**src/mcs_pkg.sv**
```systemverilog
// Purpose: Shared constants and types of the measurement cycle sequencer
// Assumes: 100 MHz system clock, classic Wishbone register access
// Notes: Config field layout matches the cycle configuration word
//==========================================================
// Package
package mcs_pkg;
  localparam int CLK_PERIOD_NS = 10;
  localparam int TICK_PERIOD_NS = 1000;
  localparam int TICK_CYCLES = (TICK_PERIOD_NS + CLK_PERIOD_NS - 1) / CLK_PERIOD_NS;

  localparam logic [7:0] ADDR_CFG = 8'h00;
  localparam logic [7:0] ADDR_STATUS = 8'h04;
  localparam logic [7:0] ADDR_RESULT = 8'h08;

  localparam int CFG_W = 13;
  localparam logic [12:0] CFG_RESET = 13'h0062;

  localparam logic [3:0] RES1_MIN = 4'h9;
  localparam logic [3:0] RES1_MAX = 4'hE;
  localparam logic [3:0] RES2_MIN = 4'hB;
  localparam logic [3:0] RES2_MAX = 4'hF;
  localparam logic [3:0] ANALOG_RES_CAP = 4'hB;
  localparam logic [3:0] PWM_RES_CAP = 4'hC;
  localparam logic [3:0] ORDER2_ADD = 4'h3;

  localparam logic [3:0] START_LAST = 4'h3;
  localparam logic [3:0] CYCLE_LAST = 4'hB;
  localparam logic [3:0] T2_FIRST = 4'h6;
  localparam logic [3:0] T2_LAST = 4'h9;

  localparam int FIFO_DEPTH = 8;
  localparam int RESULT_W = 16;

  typedef enum logic [2:0] {
    STEP_BRIDGE = 3'h0,
    STEP_BR_AZ = 3'h1,
    STEP_T1_AZ = 3'h2,
    STEP_T1 = 3'h3,
    STEP_T2_AZ = 3'h4,
    STEP_T2 = 3'h5,
    STEP_CM = 3'h6
  } mcs_step_e;

  typedef enum logic [2:0] {
    S_PICK = 3'b001,
    S_CONV = 3'b010,
    S_PUSH = 3'b100
  } mcs_state_e;

  // Same bit order as the configuration word, bit 12 down to bit 0
  typedef struct packed {
    logic ref_sel;
    logic [1:0] range_shift;
    logic [2:0] rep_code;
    logic [3:0] res;
    logic order2;
    logic t1e;
    logic t2e;
  } mcs_cfg_s;

  typedef struct packed {
    mcs_step_e kind;
    logic [RESULT_W-1:0] value;
  } mcs_result_s;
endpackage

```
**src/mcs_top.sv**
```systemverilog
// Purpose: Measurement cycle sequencer and charge-balancing ADC control
// Assumes: Comparator bitstream from the analog front end, Wishbone master
// Notes: Results leave tagged through an 8-word FIFO to the correction logic
//
// Register access over Wishbone and the register addresses were chosen for this implementation.
`timescale 1ns/10ps

//==========================================================
// FIFO
module mcs_fifo #(
  parameter int W = 19,
  parameter int D = 8
) (
  input wire logic clk_i,
  input wire logic rst_i,
  input wire logic in_valid_i,
  output logic in_ready_o,
  input wire logic [W-1:0] in_data_i,
  output logic out_valid_o,
  input wire logic out_ready_i,
  output logic [W-1:0] out_data_o,
  output logic [$clog2(D+1)-1:0] level_o
);
  localparam int PW = $clog2(D);
  localparam int CW = $clog2(D+1);
  if (D < 2 || (D & (D - 1)) != 0) begin : g_chk
    $error("FIFO depth must be a power of two");
  end
  logic [W-1:0] mem_r [D];
  logic [PW-1:0] wr_r, wr_nxt, rd_r, rd_nxt;
  logic [CW-1:0] cnt_r, cnt_nxt;
  logic push, pop;

  assign in_ready_o = (cnt_r != CW'(D));
  assign out_valid_o = (cnt_r != '0);
  assign out_data_o = mem_r[rd_r];
  assign level_o = cnt_r;
  assign push = in_valid_i && in_ready_o;
  assign pop = out_valid_o && out_ready_i;

  always_comb begin
    wr_nxt = push ? wr_r + 1'b1 : wr_r;
    rd_nxt = pop ? rd_r + 1'b1 : rd_r;
    cnt_nxt = cnt_r;
    if (push && !pop) begin
      cnt_nxt = cnt_r + 1'b1;
    end else if (pop && !push) begin
      cnt_nxt = cnt_r - 1'b1;
    end
  end

  always_ff @(posedge clk_i) begin
    if (rst_i) begin
      wr_r <= '0;
      rd_r <= '0;
      cnt_r <= '0;
    end else begin
      wr_r <= wr_nxt;
      rd_r <= rd_nxt;
      cnt_r <= cnt_nxt;
    end
    if (push) begin
      mem_r[wr_r] <= in_data_i;
    end
  end
endmodule

//==========================================================
// Sequencer top
module mcs_top #(
  parameter int TICK_CYC = mcs_pkg::TICK_CYCLES
) (
  input wire logic clk_i,
  input wire logic rst_i,
  input wire logic [7:0] adr_i,
  input wire logic [31:0] dat_i,
  output logic [31:0] dat_o,
  input wire logic we_i,
  input wire logic [3:0] sel_i,
  input wire logic cyc_i,
  input wire logic stb_i,
  output logic ack_o,
  input wire logic adc_bit_i,
  output logic [1:0] mux_sel_o,
  output logic mux_short_o,
  output logic conv_active_o,
  output logic adc_ref_sel_o,
  output logic res_valid_o,
  input wire logic res_ready_i,
  output mcs_pkg::mcs_result_s res_data_o
);
  if (TICK_CYC < 1 || TICK_CYC > 65535) begin : g_chk
    $error("TICK_CYC out of range");
  end

  //==========================================================
  // State
  mcs_pkg::mcs_cfg_s cfg_r, cfg_nxt;
  mcs_pkg::mcs_state_e state_r, state_nxt;
  mcs_pkg::mcs_step_e kind_r, kind_nxt;
  mcs_pkg::mcs_result_s last_r, last_nxt;
  logic start_r, start_nxt;
  logic [3:0] idx_r, idx_nxt, res_r, res_nxt, len_r, len_nxt;
  logic [7:0] rep_r, rep_nxt;
  logic [15:0] tick_r, tick_nxt, left_r, left_nxt, ones_r, ones_nxt;
  logic [15:0] val_r, val_nxt;
  logic ack_r, ack_nxt;
  logic [31:0] dat_r, dat_nxt;
  logic bit_s1_r, bit_s2_r;
  logic fifo_ready;
  logic [3:0] fifo_level;

  //==========================================================
  // Step tables
  function automatic mcs_pkg::mcs_step_e slot_kind(input logic st, input logic [3:0] i);
    if (st) begin
      unique case (i[1:0])
        2'h0: slot_kind = mcs_pkg::STEP_BRIDGE;
        2'h1: slot_kind = mcs_pkg::STEP_BR_AZ;
        2'h2: slot_kind = mcs_pkg::STEP_T1;
        2'h3: slot_kind = mcs_pkg::STEP_T1_AZ;
      endcase
    end else begin
      case (i)
        4'h1: slot_kind = mcs_pkg::STEP_T1_AZ;
        4'h3: slot_kind = mcs_pkg::STEP_T1;
        4'h5: slot_kind = mcs_pkg::STEP_BR_AZ;
        4'h7: slot_kind = mcs_pkg::STEP_T2_AZ;
        4'h9: slot_kind = mcs_pkg::STEP_T2;
        4'hB: slot_kind = mcs_pkg::STEP_CM;
        default: slot_kind = mcs_pkg::STEP_BRIDGE;
      endcase
    end
  endfunction

  function automatic logic slot_on(input logic st, input logic [3:0] i, input mcs_pkg::mcs_cfg_s c);
    if (st) begin
      slot_on = (i < 4'h2) || c.t1e;
    end else begin
      slot_on = !(i >= mcs_pkg::T2_FIRST && i <= mcs_pkg::T2_LAST) || c.t2e;
    end
  endfunction

  function automatic logic [3:0] res_eff(input mcs_pkg::mcs_cfg_s c);
    logic [3:0] lo, hi;
    lo = c.order2 ? mcs_pkg::RES2_MIN : mcs_pkg::RES1_MIN;
    hi = c.order2 ? mcs_pkg::RES2_MAX : mcs_pkg::RES1_MAX;
    res_eff = (c.res < lo) ? lo : ((c.res > hi) ? hi : c.res);
  endfunction

  //==========================================================
  // Sequencer next state
  logic last_slot, tick_end, advance;
  logic [3:0] r_eff, l_eff;
  logic [15:0] ones_fin;
  logic [17:0] scaled, offset;
  logic [4:0] up_shift;

  assign r_eff = res_eff(cfg_r);
  assign l_eff = cfg_r.order2 ?
                 4'((5'(r_eff) + 5'(mcs_pkg::ORDER2_ADD)) >> 1) : r_eff;
  assign last_slot = (idx_r == (start_r ? mcs_pkg::START_LAST : mcs_pkg::CYCLE_LAST));
  assign tick_end = (tick_r == 16'(TICK_CYC - 1));
  assign ones_fin = ones_r + {15'h0, bit_s2_r};
  assign up_shift = 5'(res_r) + 5'h1 - 5'(len_r);
  assign scaled = 18'(ones_fin) << up_shift;
  assign offset = (18'h1 << res_r) - (18'h1 << (res_r - 4'h1 - {2'h0, cfg_r.range_shift}));
  assign advance = (state_r == mcs_pkg::S_PUSH) && fifo_ready && (rep_r == 8'h0);

  always_comb begin
    state_nxt = state_r;
    kind_nxt = kind_r;
    start_nxt = start_r;
    idx_nxt = idx_r;
    rep_nxt = rep_r;
    tick_nxt = tick_r;
    left_nxt = left_r;
    ones_nxt = ones_r;
    val_nxt = val_r;
    res_nxt = res_r;
    len_nxt = len_r;
    last_nxt = last_r;
    unique case (state_r)
      mcs_pkg::S_PICK: begin
        kind_nxt = slot_kind(start_r, idx_r);
        if (slot_on(start_r, idx_r, cfg_r)) begin
          rep_nxt = (!start_r && slot_kind(start_r, idx_r) == mcs_pkg::STEP_BRIDGE) ?
                    8'((9'h1 << cfg_r.rep_code) - 9'h1) : 8'h0;
          res_nxt = r_eff;
          len_nxt = l_eff;
          left_nxt = 16'h1 << l_eff;
          tick_nxt = 16'h0;
          ones_nxt = 16'h0;
          state_nxt = mcs_pkg::S_CONV;
        end else if (last_slot) begin
          idx_nxt = 4'h0;
          start_nxt = 1'b0;
        end else begin
          idx_nxt = idx_r + 4'h1;
        end
      end
      mcs_pkg::S_CONV: begin
        tick_nxt = tick_end ? 16'h0 : tick_r + 16'h1;
        if (tick_end) begin
          ones_nxt = ones_fin;
          left_nxt = left_r - 16'h1;
          if (left_r == 16'h1) begin
            if (scaled < offset) begin
              val_nxt = 16'h0;
            end else if ((scaled - offset) > 18'h0FFFF) begin
              val_nxt = 16'hFFFF;
            end else begin
              val_nxt = 16'(scaled - offset);
            end
            state_nxt = mcs_pkg::S_PUSH;
          end
        end
      end
      mcs_pkg::S_PUSH: begin
        if (fifo_ready) begin
          last_nxt = '{kind: kind_r, value: val_r};
          if (rep_r != 8'h0) begin
            rep_nxt = rep_r - 8'h1;
            left_nxt = 16'h1 << len_r;
            tick_nxt = 16'h0;
            ones_nxt = 16'h0;
            state_nxt = mcs_pkg::S_CONV;
          end else begin
            state_nxt = mcs_pkg::S_PICK;
            if (last_slot) begin
              idx_nxt = 4'h0;
              start_nxt = 1'b0;
            end else begin
              idx_nxt = idx_r + 4'h1;
            end
          end
        end
      end
    endcase
  end

  always_ff @(posedge clk_i) begin
    if (rst_i) begin
      state_r <= mcs_pkg::S_PICK;
      kind_r <= mcs_pkg::STEP_BRIDGE;
      start_r <= 1'b1;
      idx_r <= 4'h0;
      rep_r <= 8'h0;
      tick_r <= 16'h0;
      left_r <= 16'h0;
      ones_r <= 16'h0;
      val_r <= 16'h0;
      res_r <= mcs_pkg::RES1_MIN;
      len_r <= mcs_pkg::RES1_MIN;
      last_r <= '0;
    end else begin
      state_r <= state_nxt;
      kind_r <= kind_nxt;
      start_r <= start_nxt;
      idx_r <= idx_nxt;
      rep_r <= rep_nxt;
      tick_r <= tick_nxt;
      left_r <= left_nxt;
      ones_r <= ones_nxt;
      val_r <= val_nxt;
      res_r <= res_nxt;
      len_r <= len_nxt;
      last_r <= last_nxt;
    end
  end

  always_ff @(posedge clk_i) begin
    bit_s1_r <= adc_bit_i;
    bit_s2_r <= bit_s1_r;
  end

  //==========================================================
  // Front end control
  assign conv_active_o = (state_r == mcs_pkg::S_CONV);
  assign mux_short_o = (kind_r == mcs_pkg::STEP_BR_AZ) || (kind_r == mcs_pkg::STEP_T1_AZ) ||
                       (kind_r == mcs_pkg::STEP_T2_AZ);
  assign mux_sel_o = (kind_r == mcs_pkg::STEP_CM) ? 2'h3 :
                     (kind_r == mcs_pkg::STEP_T2 || kind_r == mcs_pkg::STEP_T2_AZ) ? 2'h2 :
                     (kind_r == mcs_pkg::STEP_T1 || kind_r == mcs_pkg::STEP_T1_AZ) ? 2'h1 : 2'h0;
  assign adc_ref_sel_o = cfg_r.ref_sel;

  mcs_fifo #(.W($bits(mcs_pkg::mcs_result_s)), .D(mcs_pkg::FIFO_DEPTH)) u_fifo (
    .clk_i(clk_i),
    .rst_i(rst_i),
    .in_valid_i(state_r == mcs_pkg::S_PUSH),
    .in_ready_o(fifo_ready),
    .in_data_i({kind_r, val_r}),
    .out_valid_o(res_valid_o),
    .out_ready_i(res_ready_i),
    .out_data_o(res_data_o),
    .level_o(fifo_level)
  );

  //==========================================================
  // Wishbone slave
  logic req;
  logic [3:0] ana_cap, pwm_cap;
  assign req = cyc_i && stb_i;
  assign ana_cap = (r_eff > mcs_pkg::ANALOG_RES_CAP) ? mcs_pkg::ANALOG_RES_CAP : r_eff;
  assign pwm_cap = (r_eff > mcs_pkg::PWM_RES_CAP) ? mcs_pkg::PWM_RES_CAP : r_eff;

  always_comb begin
    ack_nxt = req && !ack_r;
    dat_nxt = dat_r;
    cfg_nxt = cfg_r;
    if (ack_nxt) begin
      unique case (adr_i)
        mcs_pkg::ADDR_CFG: dat_nxt = {19'h0, cfg_r};
        mcs_pkg::ADDR_STATUS: dat_nxt = {7'h0, start_r, 4'h0, fifo_level, pwm_cap, ana_cap,
                                         r_eff, 1'b0, kind_r};
        mcs_pkg::ADDR_RESULT: dat_nxt = {13'h0, last_r};
        default: dat_nxt = 32'h0;
      endcase
    end
    if (ack_r && req && we_i && adr_i == mcs_pkg::ADDR_CFG) begin
      if (sel_i[0]) begin
        cfg_nxt[7:0] = dat_i[7:0];
      end
      if (sel_i[1]) begin
        cfg_nxt[12:8] = dat_i[12:8];
      end
    end
  end

  always_ff @(posedge clk_i) begin
    if (rst_i) begin
      ack_r <= 1'b0;
      dat_r <= 32'h0;
      cfg_r <= mcs_pkg::CFG_RESET;
    end else begin
      ack_r <= ack_nxt;
      dat_r <= dat_nxt;
      cfg_r <= cfg_nxt;
    end
  end

  assign ack_o = ack_r;
  assign dat_o = dat_r;
endmodule

```
**config.mk**
```make
export PLATFORM = sky130hd
export DESIGN_NAME = mcs_top
export DESIGN_NICKNAME = d
export VERILOG_FILES = /design/src/mcs_pkg.sv /design/src/mcs_top.sv
export SDC_FILE = /design/constraint.sdc
export NUM_CORES = 1
export LEC_CHECK = 0
export BUFFER_PORTS_ARGS = -buffer_cell sky130_fd_sc_hd__buf_4
export CORE_UTILIZATION = 55
export DETAILED_ROUTE_END_ITERATION = 8
export GPL_TIMING_DRIVEN = 0
export PLACE_DENSITY = 0.76
export SLEW_MARGIN = 20
export SYNTH_ARGS = -nofsm -noshare
export SYNTH_HDL_FRONTEND = slang
export SYNTH_SLANG_ARGS = --single-unit
```
**constraint.sdc**
```tcl
create_clock -name clk_i -period 5 [get_ports clk_i]
set_input_delay 0.75 -clock clk_i [delete_from_list [all_inputs] [get_ports clk_i]]
set_output_delay 0.75 -clock clk_i [all_outputs]
set_load 0.02 [all_outputs]
```
; ---- Word-level counts from Yosys, hierarchy flattened
; Memory sizes are Yosys's and may differ from the RTL's. A register that Yosys moved wholly into a read port is not among the register bits.
; Index checks and enable logic that the tools add are counted.
[totals]
regBits = 168
latchBits = 0
ram_bits = 152
romBits = 0
input_bits = 51
out_inout_bits = 58
elab_cells = 191
mem_count = 1
[op_classes]
addsub = 17
n_mul = 0
div_mod_pow = 0
magnitude_cmp = 9
eq_ne = 31
n_shift = 6
muxes = 60
n_bitwise = 0
reduce_logical = 39
[memory_table]
columns = name, words, word_bits, read_ports, rd_ports_with_merged_regs, write_ports, line
row1 = u_fifo.mem_r, 8, 19, 1, 1, 1, mcs_top.sv:29  ; logic [W-1:0] mem_r [D];
[op_table]
columns = operator, n
row1 = 2-to-1 mux 16 bit, 11
row2 = one-hot mux 16 bit (3 select lines), 3
row3 = one-hot mux 25 bit (3 select lines), 1
row4 = 2-to-1 mux 4 bit, 12
row5 = "<< shifter 1 x 4 -> 18 bit, first input constant", 2
row6 = subtractor 18 bit, 2
row7 = 2-to-1 mux 8 bit, 4
row8 = "<< shifter 1 x 4 -> 16 bit, first input constant", 2
row9 = 2-to-1 mux 3 bit, 9
row10 = "> comparator 18 x 16 -> 1 bit, second input constant", 1
row11 = < comparator 18 bit, 1
row12 = one-hot mux 3 bit (6 select lines), 1
row13 = << shifter 16 x 5 -> 18 bit, 1
row14 = adder 16 x 1 -> 16 bit, 1
row15 = "adder 16 x 1 -> 16 bit, second input constant", 1
row16 = "equality test 16 x 1 -> 1 bit, second input constant", 1
row17 = "equality test 16 x 7 -> 1 bit, second input constant", 1
row18 = one-hot mux 8 bit (2 select lines), 1
row19 = AND reduction 4 bit, 4
row20 = "subtractor 16 x 1 -> 16 bit, second input constant", 1
row21 = "subtractor 8 x 1 -> 8 bit, second input constant", 2
row22 = "equality test 3 bit, second input constant", 4
row23 = one-hot mux 3 bit (4 select lines), 1
row24 = logical AND 1 bit, 11
row25 = other kinds (43), 84

; ---- Logic depth before layout (Yosys ltp)
; Gate-level depths: netlist of run 1.
[logic_depth]
word_depth = 13
ltp_mapped = 27
mapped_depth_nobuf = 25

; ---- By module
; From an unflattened synthesis of run 1, not the netlist that was laid out.
[unflattened]
hier_cells = 1671
area_unflattened_um2 = 16818.6
[modules_own_cells]
columns = module, instances, cells_each, area_each_um2, seq_area_each_um2
row1 = mcs_top, 1, 1379, 10352.4, 2942.8
row2 = mcs_fifo, 1, 292, 6466.2, 4824.6

; ---- Least setup slack after synthesis of run 1
; OpenSTA, ideal clock, no wires.
[synth_path]
path_kind = register to register
startpoint = register res_r[0]
endpoint = register val_r[3]
setup_time_ns = 0.118
arrival_time_ns = 4.985
required_time_ns = 4.882
slack_ns = -0.103
stages_incl_launch_ff = 24
path_buffers = 1
period_less_slack_ns = 5.103
path_cell_list = dfxtp_1 -> ha_1 -> inv_1 -> fa_1 -> nor2b_1 -> and3_1 -> ha_1 -> fa_1 -> nand2b_1 -> a21oi_1 -> o21ai_0 -> a21oi_1 -> a2111oi_0 -> o31ai_1 -> xnor2_1 -> ha_1 -> o2111ai_1 -> a31o_2 -> a211oi_1 -> nor3b_1 -> nor3_4 -> buf_4 -> nor2_1 -> o21ai_1
[synth_via]
elab_chain_len = 8
elab_cells_between_ends = 13
classes_between = add/sub (6) / order compare (2) / shift (3) / mux (2)
[synth_rtl]
columns = element, line
row1 = from (decl), mcs_top.sv:103  ; logic [3:0] idx_r, idx_nxt, res_r, res_nxt, len_r, len_nxt;
row2 = from (signal assigned), mcs_top.sv:253  ; res_r <= mcs_pkg::RES1_MIN;
row3 = from (signal assigned), mcs_top.sv:266  ; res_r <= res_nxt;
row4 = subtractor 4 x 1 -> 4 bit, mcs_top.sv:167  ; assign offset = (18'h1 << res_r) - (18'h1 << (res_r - 4'h1 - {2'h0, cfg_r.range_shift}));
row5 = subtractor 4 x 2 -> 4 bit, mcs_top.sv:167
row6 = << shifter 1 x 4 -> 18 bit, mcs_top.sv:167
row7 = subtractor 18 bit, mcs_top.sv:167
row8 = subtractor 18 bit, mcs_top.sv:213  ; val_nxt = 16'(scaled - offset);
row9 = > comparator 18 x 16 -> 1 bit, mcs_top.sv:210  ; end else if ((scaled - offset) > 18'h0FFFF) begin
row10 = 2-to-1 mux 16 bit, mcs_top.sv:210
row11 = 2-to-1 mux 16 bit (*), mcs_top.sv:208  ; if (scaled < offset) begin
row12 = to (signal assigned), mcs_top.sv:265  ; val_r <= val_nxt;
row13 = to (decl), mcs_top.sv:106  ; logic [15:0] val_r, val_nxt;
; Every way passes the cells marked *; elsewhere a longest branch is shown, timed or not.
; A chain may end at the register's enable or synchronous reset.

; ---- Worst setup path in the final report of run 1
[layout_path]
startpoint = register cfg_r[10] (netlist bit)
endpoint = register val_r[2]
[layout_via]
elab_chain_len = 7
elab_cells_between_ends = 8
classes_between = add/sub (3) / order compare (2) / shift (1) / mux (2)
[layout_rtl]
columns = element, line
row1 = from (decl), mcs_top.sv:98  ; mcs_pkg::mcs_cfg_s cfg_r, cfg_nxt;
row2 = from (signal assigned), mcs_top.sv:334  ; cfg_r <= mcs_pkg::CFG_RESET;
row3 = from (signal assigned), mcs_top.sv:338  ; cfg_r <= cfg_nxt;
row4 = subtractor 4 x 2 -> 4 bit (*), mcs_top.sv:167
row5 = << shifter 1 x 4 -> 18 bit (*), mcs_top.sv:167
row6 = subtractor 18 bit (*), mcs_top.sv:167
row7 = subtractor 18 bit, mcs_top.sv:213
row8 = > comparator 18 x 16 -> 1 bit, mcs_top.sv:210
row9 = 2-to-1 mux 16 bit, mcs_top.sv:210
row10 = 2-to-1 mux 16 bit (*), mcs_top.sv:208
; Marked as above.

==> metrics, run 1 <==
run status finished with violations; failing checks negative setup slack; Final WS setup -0.115 ns; io pins 109; Setup violations, final 16; period utilization 102%; power share of the clock group 34.9%; r2r worst-path depth 25; antenna-violating nets left 0; Final Critical Period 5.11 ns; Logic pwr share 26.5%; Mapped Area 16500 µm²; Hold WS 0.266 ns; DP Worst Slack -0.800 ns; synthesis-stage register bit count 312; Crit Path Max Fanout 5; CP startpoint kind flip-flop; DIE WIDTH 175 µm; NetSw 2.11 mW; DR WL/cell 19.8 µm; final core utilization 66.3%; clock sinks 312; r2r setup slk -0.11 ns; fin. max-slew vios 0; Reg clk slew, reported paths 0.07 ns; H-tree Lvls 1; drt pass-1 iters 7; f_max 196 MHz; Net Sw Frac 29.7%; Hold Crit Class input port to flip-flop; RSZ-0062 raised after global routing true; Setup crit end kind flip-flop; CTS max path bufs 3; P&R area growth vs syn 18.8%; max-cap violations 0; ys async rst share 0%; Initial DRC Count 1138; DP HPWL 30.3 mm; port bufs 75; # rows 63; Core Footprint 29600 µm²; Avg Inst Size Synth 10.0 µm²; GPL Wtd Cong 0.910; commonest non-fill, non-tap cell in the layout nor2_1; most frequent cells in the layout nor2_1, nand2_1, dfxtp_1; root buf cell clkbuf_16; Post-synth EDFFs 152; Remaining Overflow, GRT 0; reg-to-reg endpoint val_r[2]; dpl cell area 17800 µm²; Max IR drop VDD 0.295 mV; initial core utilization 55.9%; Worst EP required 5.48 ns; first-pass GRT wire length 68.4 mm; Slew @ Worst Pin 0.948 ns; launching point of the worst reg2reg path cfg_r[10]; DRC viols 0; design area 19600 µm²; register area share after synthesis 47.0%; initial antenna violation count 1; die area 30700 µm²; crit path DAT 5.60 ns; n_diodes 0; Warnings, synthesis 0; hold_sp adc_bit_i; vias in the first global route 13000; largest net degree at the start of global routing 20; PD cells 362 nW/µm²; hold-critical path depth 1; Distinct cells, synth 89; wirelength, routed 44.0 mm; P_int 4.99 mW; Tot GR Track Use 28.2%; DIE HEIGHT 175 µm; clk_skew 0.0220 ns; Final nets 1932; overall power 7.10 mW; Leakage 7.31 nW; DR vias/cell 6.02; Hold EP bit_s1_r; Final Hold Fails 0; CTS tree done; number of buffers inserted during clock tree synthesis 31; ratio of cells with drive above 1 in the final layout 21.0%; Sequential Power Share 38.6%; top_reg_cell synth dfxtp_1; Mapped Cells 1647; Fill cells 2257; DR vias 13400; kind of critical path flip-flop to flip-flop; Clk Latency, worst-skew pair 0.59 ns; Slew HR 36.8%
-- critical path, cell delays in order (launching register included) --
cell and delay, ns:
dfxtp_2 0.33, inv_2 0.08, ha_4 0.15, inv_2 0.04, fa_2 0.52, nor2b_4 0.16, and3_4 0.19, ha_4 0.16
fa_2 0.34, nand2b_4 0.16, a21oi_4 0.17, o21ai_2 0.09, a21oi_2 0.24, buf_4 0.18, a2111oi_4 0.04, xor2_1 0.16
ha_2 0.36, o21a_1 0.14, o2111ai_2 0.12, a31o_2 0.30, a211oi_1 0.29, nor3b_2 0.31, nor3_4 0.08, buf_4 0.17
a21oi_1 0.15, o21ai_2 0.07
-- Yosys cell counts, types with 10 or more instances --
master / instances / area (µm²)
nor3_1: 52 / 260
a21oi_1: 121 / 606
mux2i_1: 29 / 290
edfxtp_1: 152 / 4560
xnor2_1: 30 / 263
a211oi_1: 18 / 135
nor4_1: 10 / 62.6
dfxtp_1: 160 / 3200
nand4_1: 11 / 68.8
a22oi_1: 23 / 173
clkbuf_1: 53 / 199
nand3_1: 42 / 210
o21a_1: 10 / 75.1
or3_1: 10 / 62.6
o22ai_1: 15 / 93.8
and3_1: 19 / 119
o21ai_0: 66 / 330
nand2b_1: 28 / 175
a31oi_1: 14 / 87.6
mux4_2: 38 / 856
mux2_2: 25 / 282
nor2_1: 187 / 702
nor2b_1: 17 / 106
ha_1: 62 / 776
nand2_1: 170 / 638
buf_2: 12 / 60.1
o21ai_1: 18 / 90.1
a21o_1: 11 / 82.6
buf_4: 18 / 135
xor2_1: 31 / 272
inv_1: 38 / 143
-- flip-flops by register name, summed over array words and instances (netlist names), 8 cells and up, named ones only --
signal / count
dat_o: 21
ones_r: 16
val_r: 16
last_r: 19
left_r: 16
u_fifo.mem_r: 152
tick_r: 16
cfg_r: 12
rep_r: 8
-- routing by layer --
layer  global-route usage [%]  part of all wire (%)  vias up
li1                         -                     -     6382
met1                     34.8                    40     6466
met2                     50.6                    50      461
met3                     3.38                   5.6      111
met4                     10.1                   3.6        2
met5                        0                 0.030        -
-- stage by stage --
step	setup TNS (ns)	instances
3_5_place_dp	-11.91	2133
6_report	-1.51	2229
4_1_cts	-0.0563	2222
3_3_place_gp	-17.18	2122
2_1_floorplan	0	1657
5_1_grt	-3.21	2229
-- worst max path at each step --
stage | start | end | slack (ns) | depth (start not counted)
after floorplan | res_r[0] | val_r[8] | 0.06 | 24
after global placement | res_r[1] | val_r[13] | -0.79 | 23
after detailed placement | res_r[0] | val_r[12] | -0.80 | 24
after CTS | cfg_r[10] | val_r[15] | -0.02 | 25
after global routing | cfg_r[10] | val_r[6] | -0.22 | 24
final | cfg_r[10] | val_r[2] | -0.11 | 25
-- layout make-up --
cell class / count / area (µm²) / area share (%)
multi-input cells: 1212 / 8660 / 44.2
flip-flops and latches: 312 / 7780 / 39.7
repair buffers: 125 / 982 / 5.01
clock buffers: 41 / 873 / 4.45
well taps: 390 / 488 / 2.49
plain buffers: 91 / 448 / 2.28
clock inverters: 17 / 225 / 1.15
inverters: 41 / 154 / 0.785
-- cells by family (layout without fill, tap and decap cells) --
group / count (synthesis) / count (layout) / share of synthesized area, %
buffers and inverters: 133 / 315 / 3.61
muxes: 92 / 92 / 8.65
and+or+nand+nor: 603 / 603 / 17.7
DFF: 312 / 312 / 47.0
adders and majority gates: 68 / 68 / 5.36
other: 1 / 11 / 0.0227
AOI/OAI and AO/OA: 377 / 377 / 14.4
xor gates and xnor gates: 61 / 61 / 3.24
-- power groups by stage --
stage,clock (mW),sequential [mW],combinational (mW)
floorplan,0,2.78,1.23
global placement,0,2.80,1.57
detailed placement,0,2.80,1.59
CTS,2.50,2.74,1.73
global route,2.59,2.75,2.03
finish,2.48,2.74,1.88
-- timing repair --
item	4_1_cts	5_1_grt
buffers inserted	30	8
hold buffers	0	0
pin swaps	43	34
setup endpoints to repair	16	16
resized for setup	65	39
cloned	1	0
hold endpoints to repair	0	0
Note: power is estimated with default switching activity, not from simulation.
==> run 2, diff against run 1 <==
--- a/config.mk
+++ b/config.mk
@@ -5,11 +5,13 @@
 export SDC_FILE = /design/constraint.sdc
 export NUM_CORES = 1
 export LEC_CHECK = 0
+export ABC_AREA = 1
 export BUFFER_PORTS_ARGS = -buffer_cell sky130_fd_sc_hd__buf_4
-export CORE_UTILIZATION = 55
+export CORE_MARGIN = 5
+export CORE_UTILIZATION = 56
 export DETAILED_ROUTE_END_ITERATION = 8
 export GPL_TIMING_DRIVEN = 0
-export PLACE_DENSITY = 0.76
+export PLACE_DENSITY = 0.77
 export SLEW_MARGIN = 20
 export SYNTH_ARGS = -nofsm -noshare
 export SYNTH_HDL_FRONTEND = slang
==> metrics, run 2 <==
Final nets 2420 (+25%); synthesis-stage register bit count 312 (unchanged); Worst EP required 5.44 ns (-0.04 ns); clock sinks 312 (unchanged); DP HPWL 34.8 mm (+15%); share of the synthesized area in the top cell type 26.8% (-0.80 points); commonest non-fill, non-tap cell in the layout nand2_1; vias in the first global route 14800 (+14%); n_diodes 0 (unchanged); CP startpoint kind flip-flop; die area 33900 µm² (+10%); DIE HEIGHT 184 µm (+5.1%); Final Critical Period 4.78 ns (-0.337 ns); wirelength, routed 47.2 mm (+7.3%); Avg Inst Size Synth 7.85 µm² (-22%); Leakage 7.64 nW (+4.5%); Core Footprint 29800 µm² (+0.80%); synth top area cells edfxtp_1, dfxtp_1, nand2_1, nor2_1, o21ai_0; DRC viols 0 (unchanged); port bufs 76 (+1.3%); Setup violations, final 0 (-16); hold-critical path depth 1 (unchanged); DR vias 15700 (+17%); TNS Setup 0 ns (+1.51 ns); period utilization 95.6% (-6.7 points); number of buffers inserted during clock tree synthesis 35 (+13%); Crit Path Max Fanout 10 (+5); slowest CP cell nor4_4; final non-filler cell total 2718 (+22%); Slew @ Worst Pin 0.902 ns (-0.0458 ns); clk_skew 0.0409 ns (+0.0189 ns); first-pass GRT wire length 75.0 mm (+9.6%); antenna-violating nets left 0 (unchanged); # hold bufs at CTS 0 (unchanged); run status completed; Clk Latency, worst-skew pair 0.53 ns (-0.06 ns); Max IR drop VDD 0.237 mV (-20%); Post-synth EDFFs 152 (unchanged); GPL Wtd Cong 0.942 (+3.4%); DR WL/cell 17.4 µm (-12%); largest net degree at the start of global routing 16 (-20%); Hold WS 0.348 ns (+0.0823 ns); PD cells 447 nW/µm² (+23%); # rows 63 (unchanged); DR vias/cell 5.78 (-4.1%); Mapped Cells 2166 (+32%); H-tree Lvls 2 (+1); max reg flops 152 (unchanged); CTS tree done; fin. max-slew vios 0 (unchanged); Hold Crit Class input port to flip-flop; largest area contributor in the synthesized netlist edfxtp_1; P&R area growth vs syn 15.9%; top_reg_cell synth dfxtp_1; Tot GR Track Use 27.0% (-1.2 points); Synth top cells by count nand2_1, nor2_1, o21ai_0; CP dominant cell by count nand2_1; Remaining Overflow, GRT 0 (unchanged); initial core utilization 57.1% (+1.2 points); io pins 109 (unchanged); design area 19700 µm² (+0.53%); CTS max path bufs 3 (unchanged); most frequent cells in the layout nand2_1, nor2_1, o21ai_0; placed cells 2650 (+24%); Final Hold Fails 0 (unchanged); DIE WIDTH 184 µm (+5.1%); register area share after synthesis 45.7% (-1.4 points); max-cap violations 0 (unchanged); Critical Path Max Stage Delay 0.39 ns (-0.13 ns); ratio of cells with drive above 1 in the final layout 12.4% (-8.6 points); Mapped Area 17000 µm² (+3.0%); Initial DRC Count 1416 (+24%); Distinct cells, synth 56 (-37%); Warnings, synthesis 0 (unchanged); Reg clk slew, reported paths 0.06 ns (about the same); root buf cell clkbuf_16; final core utilization 66.2% (-0.18 points); Slew HR 39.3% (+2.5 points); initial antenna violation count 0 (-1); dpl cell area 18200 µm² (+2.7%); f_max 209 MHz (+7.1%); r2r worst-path depth 26 (+4.0%); drt pass-1 iters 6 (-1); Setup crit end kind flip-flop; top register by number of flip-flops u_fifo.mem_r; ys async rst share 0% (unchanged); count leader, synth nand2_1; crit path DAT 5.22 ns (-0.38 ns); kind of critical path flip-flop to flip-flop
run 2: repair_timing:
action | CTS | global route
setup endpoints to repair | 16 | 16
setup buffers | 1 | 5
gates resized for setup | 25 | 43
cloned | 0 | 0
pin swaps | 0 | 8
run 2: through the flow:
stage	total power [mW]	setup WS (ns)
detailed placement	6.04	-0.616
global placement	5.98	-0.513
CTS	8.68	0.00628
global route	9.31	-0.0250
floorplan	5.14	0.481
finish	8.81	0.222
run 2: report_power, final:
group | total, mW | switching (mW) | internal [mW]
sequential | 2.80 | 0.0728 | 2.72
combinational | 3.47 | 2.27 | 1.20
clock | 2.55 | 1.05 | 1.50
total | 8.81 | 3.39 | 5.42
run 2: cells by family (layout without fill, tap and decap cells):
group	count (synthesis)	in the layout	synth area share [%]
AOI/OAI and AO/OA	479	479	15.4
xor gates and xnor gates	36	36	1.85
adders and majority gates	67	67	5.15
buffers and inverters	278	430	6.80
DFF	312	312	45.7
other	1	11	0.0221
and+or+nand+nor	993	993	25.1
run 2: worst paths after layout:
kind,from,endpoint,slack [ns]
setup / recovery,cfg_r[10],val_r[10],0.22
hold / removal,adc_bit_i,bit_s1_r,0.35
setup reg to reg,cfg_r[10],val_r[10],0.22
hold reg to reg,bit_s1_r,bit_s2_r,0.37
run 2: critical path, delay by kind of cell (launching register included):
kind / cells / cell delay, ns
AO/OA/AOI/OAI: 6 / 1.01
AND/OR/NAND/NOR: 12 / 1.73
adder cells (fa/ha/maj): 4 / 1.19
flip-flops: 1 / 0.30
buffers and inverters: 4 / 0.45
run 2: cell type report:
cell class	count	area, µm²
Buffer	88	438
Clock buffer	53	1070
Clock inverter	10	103
Fill cell	2506	10100
Inverter	189	721
Multi-Input combinational cell	1586	8390
Sequential cell	312	7770
Tap cell	390	488
Timing Repair Buffer	90	732
run 2: layer usage:
metal | global-route usage (%) | vias to the layer above | wire length, µm
met5 | 0 | - | 0
met4 | 8.73 | 0 | 1330
met3 | 3.51 | 118 | 3020
met2 | 46.8 | 586 | 23300
met1 | 35.3 | 7375 | 19600
li1 | - | 7623 | -
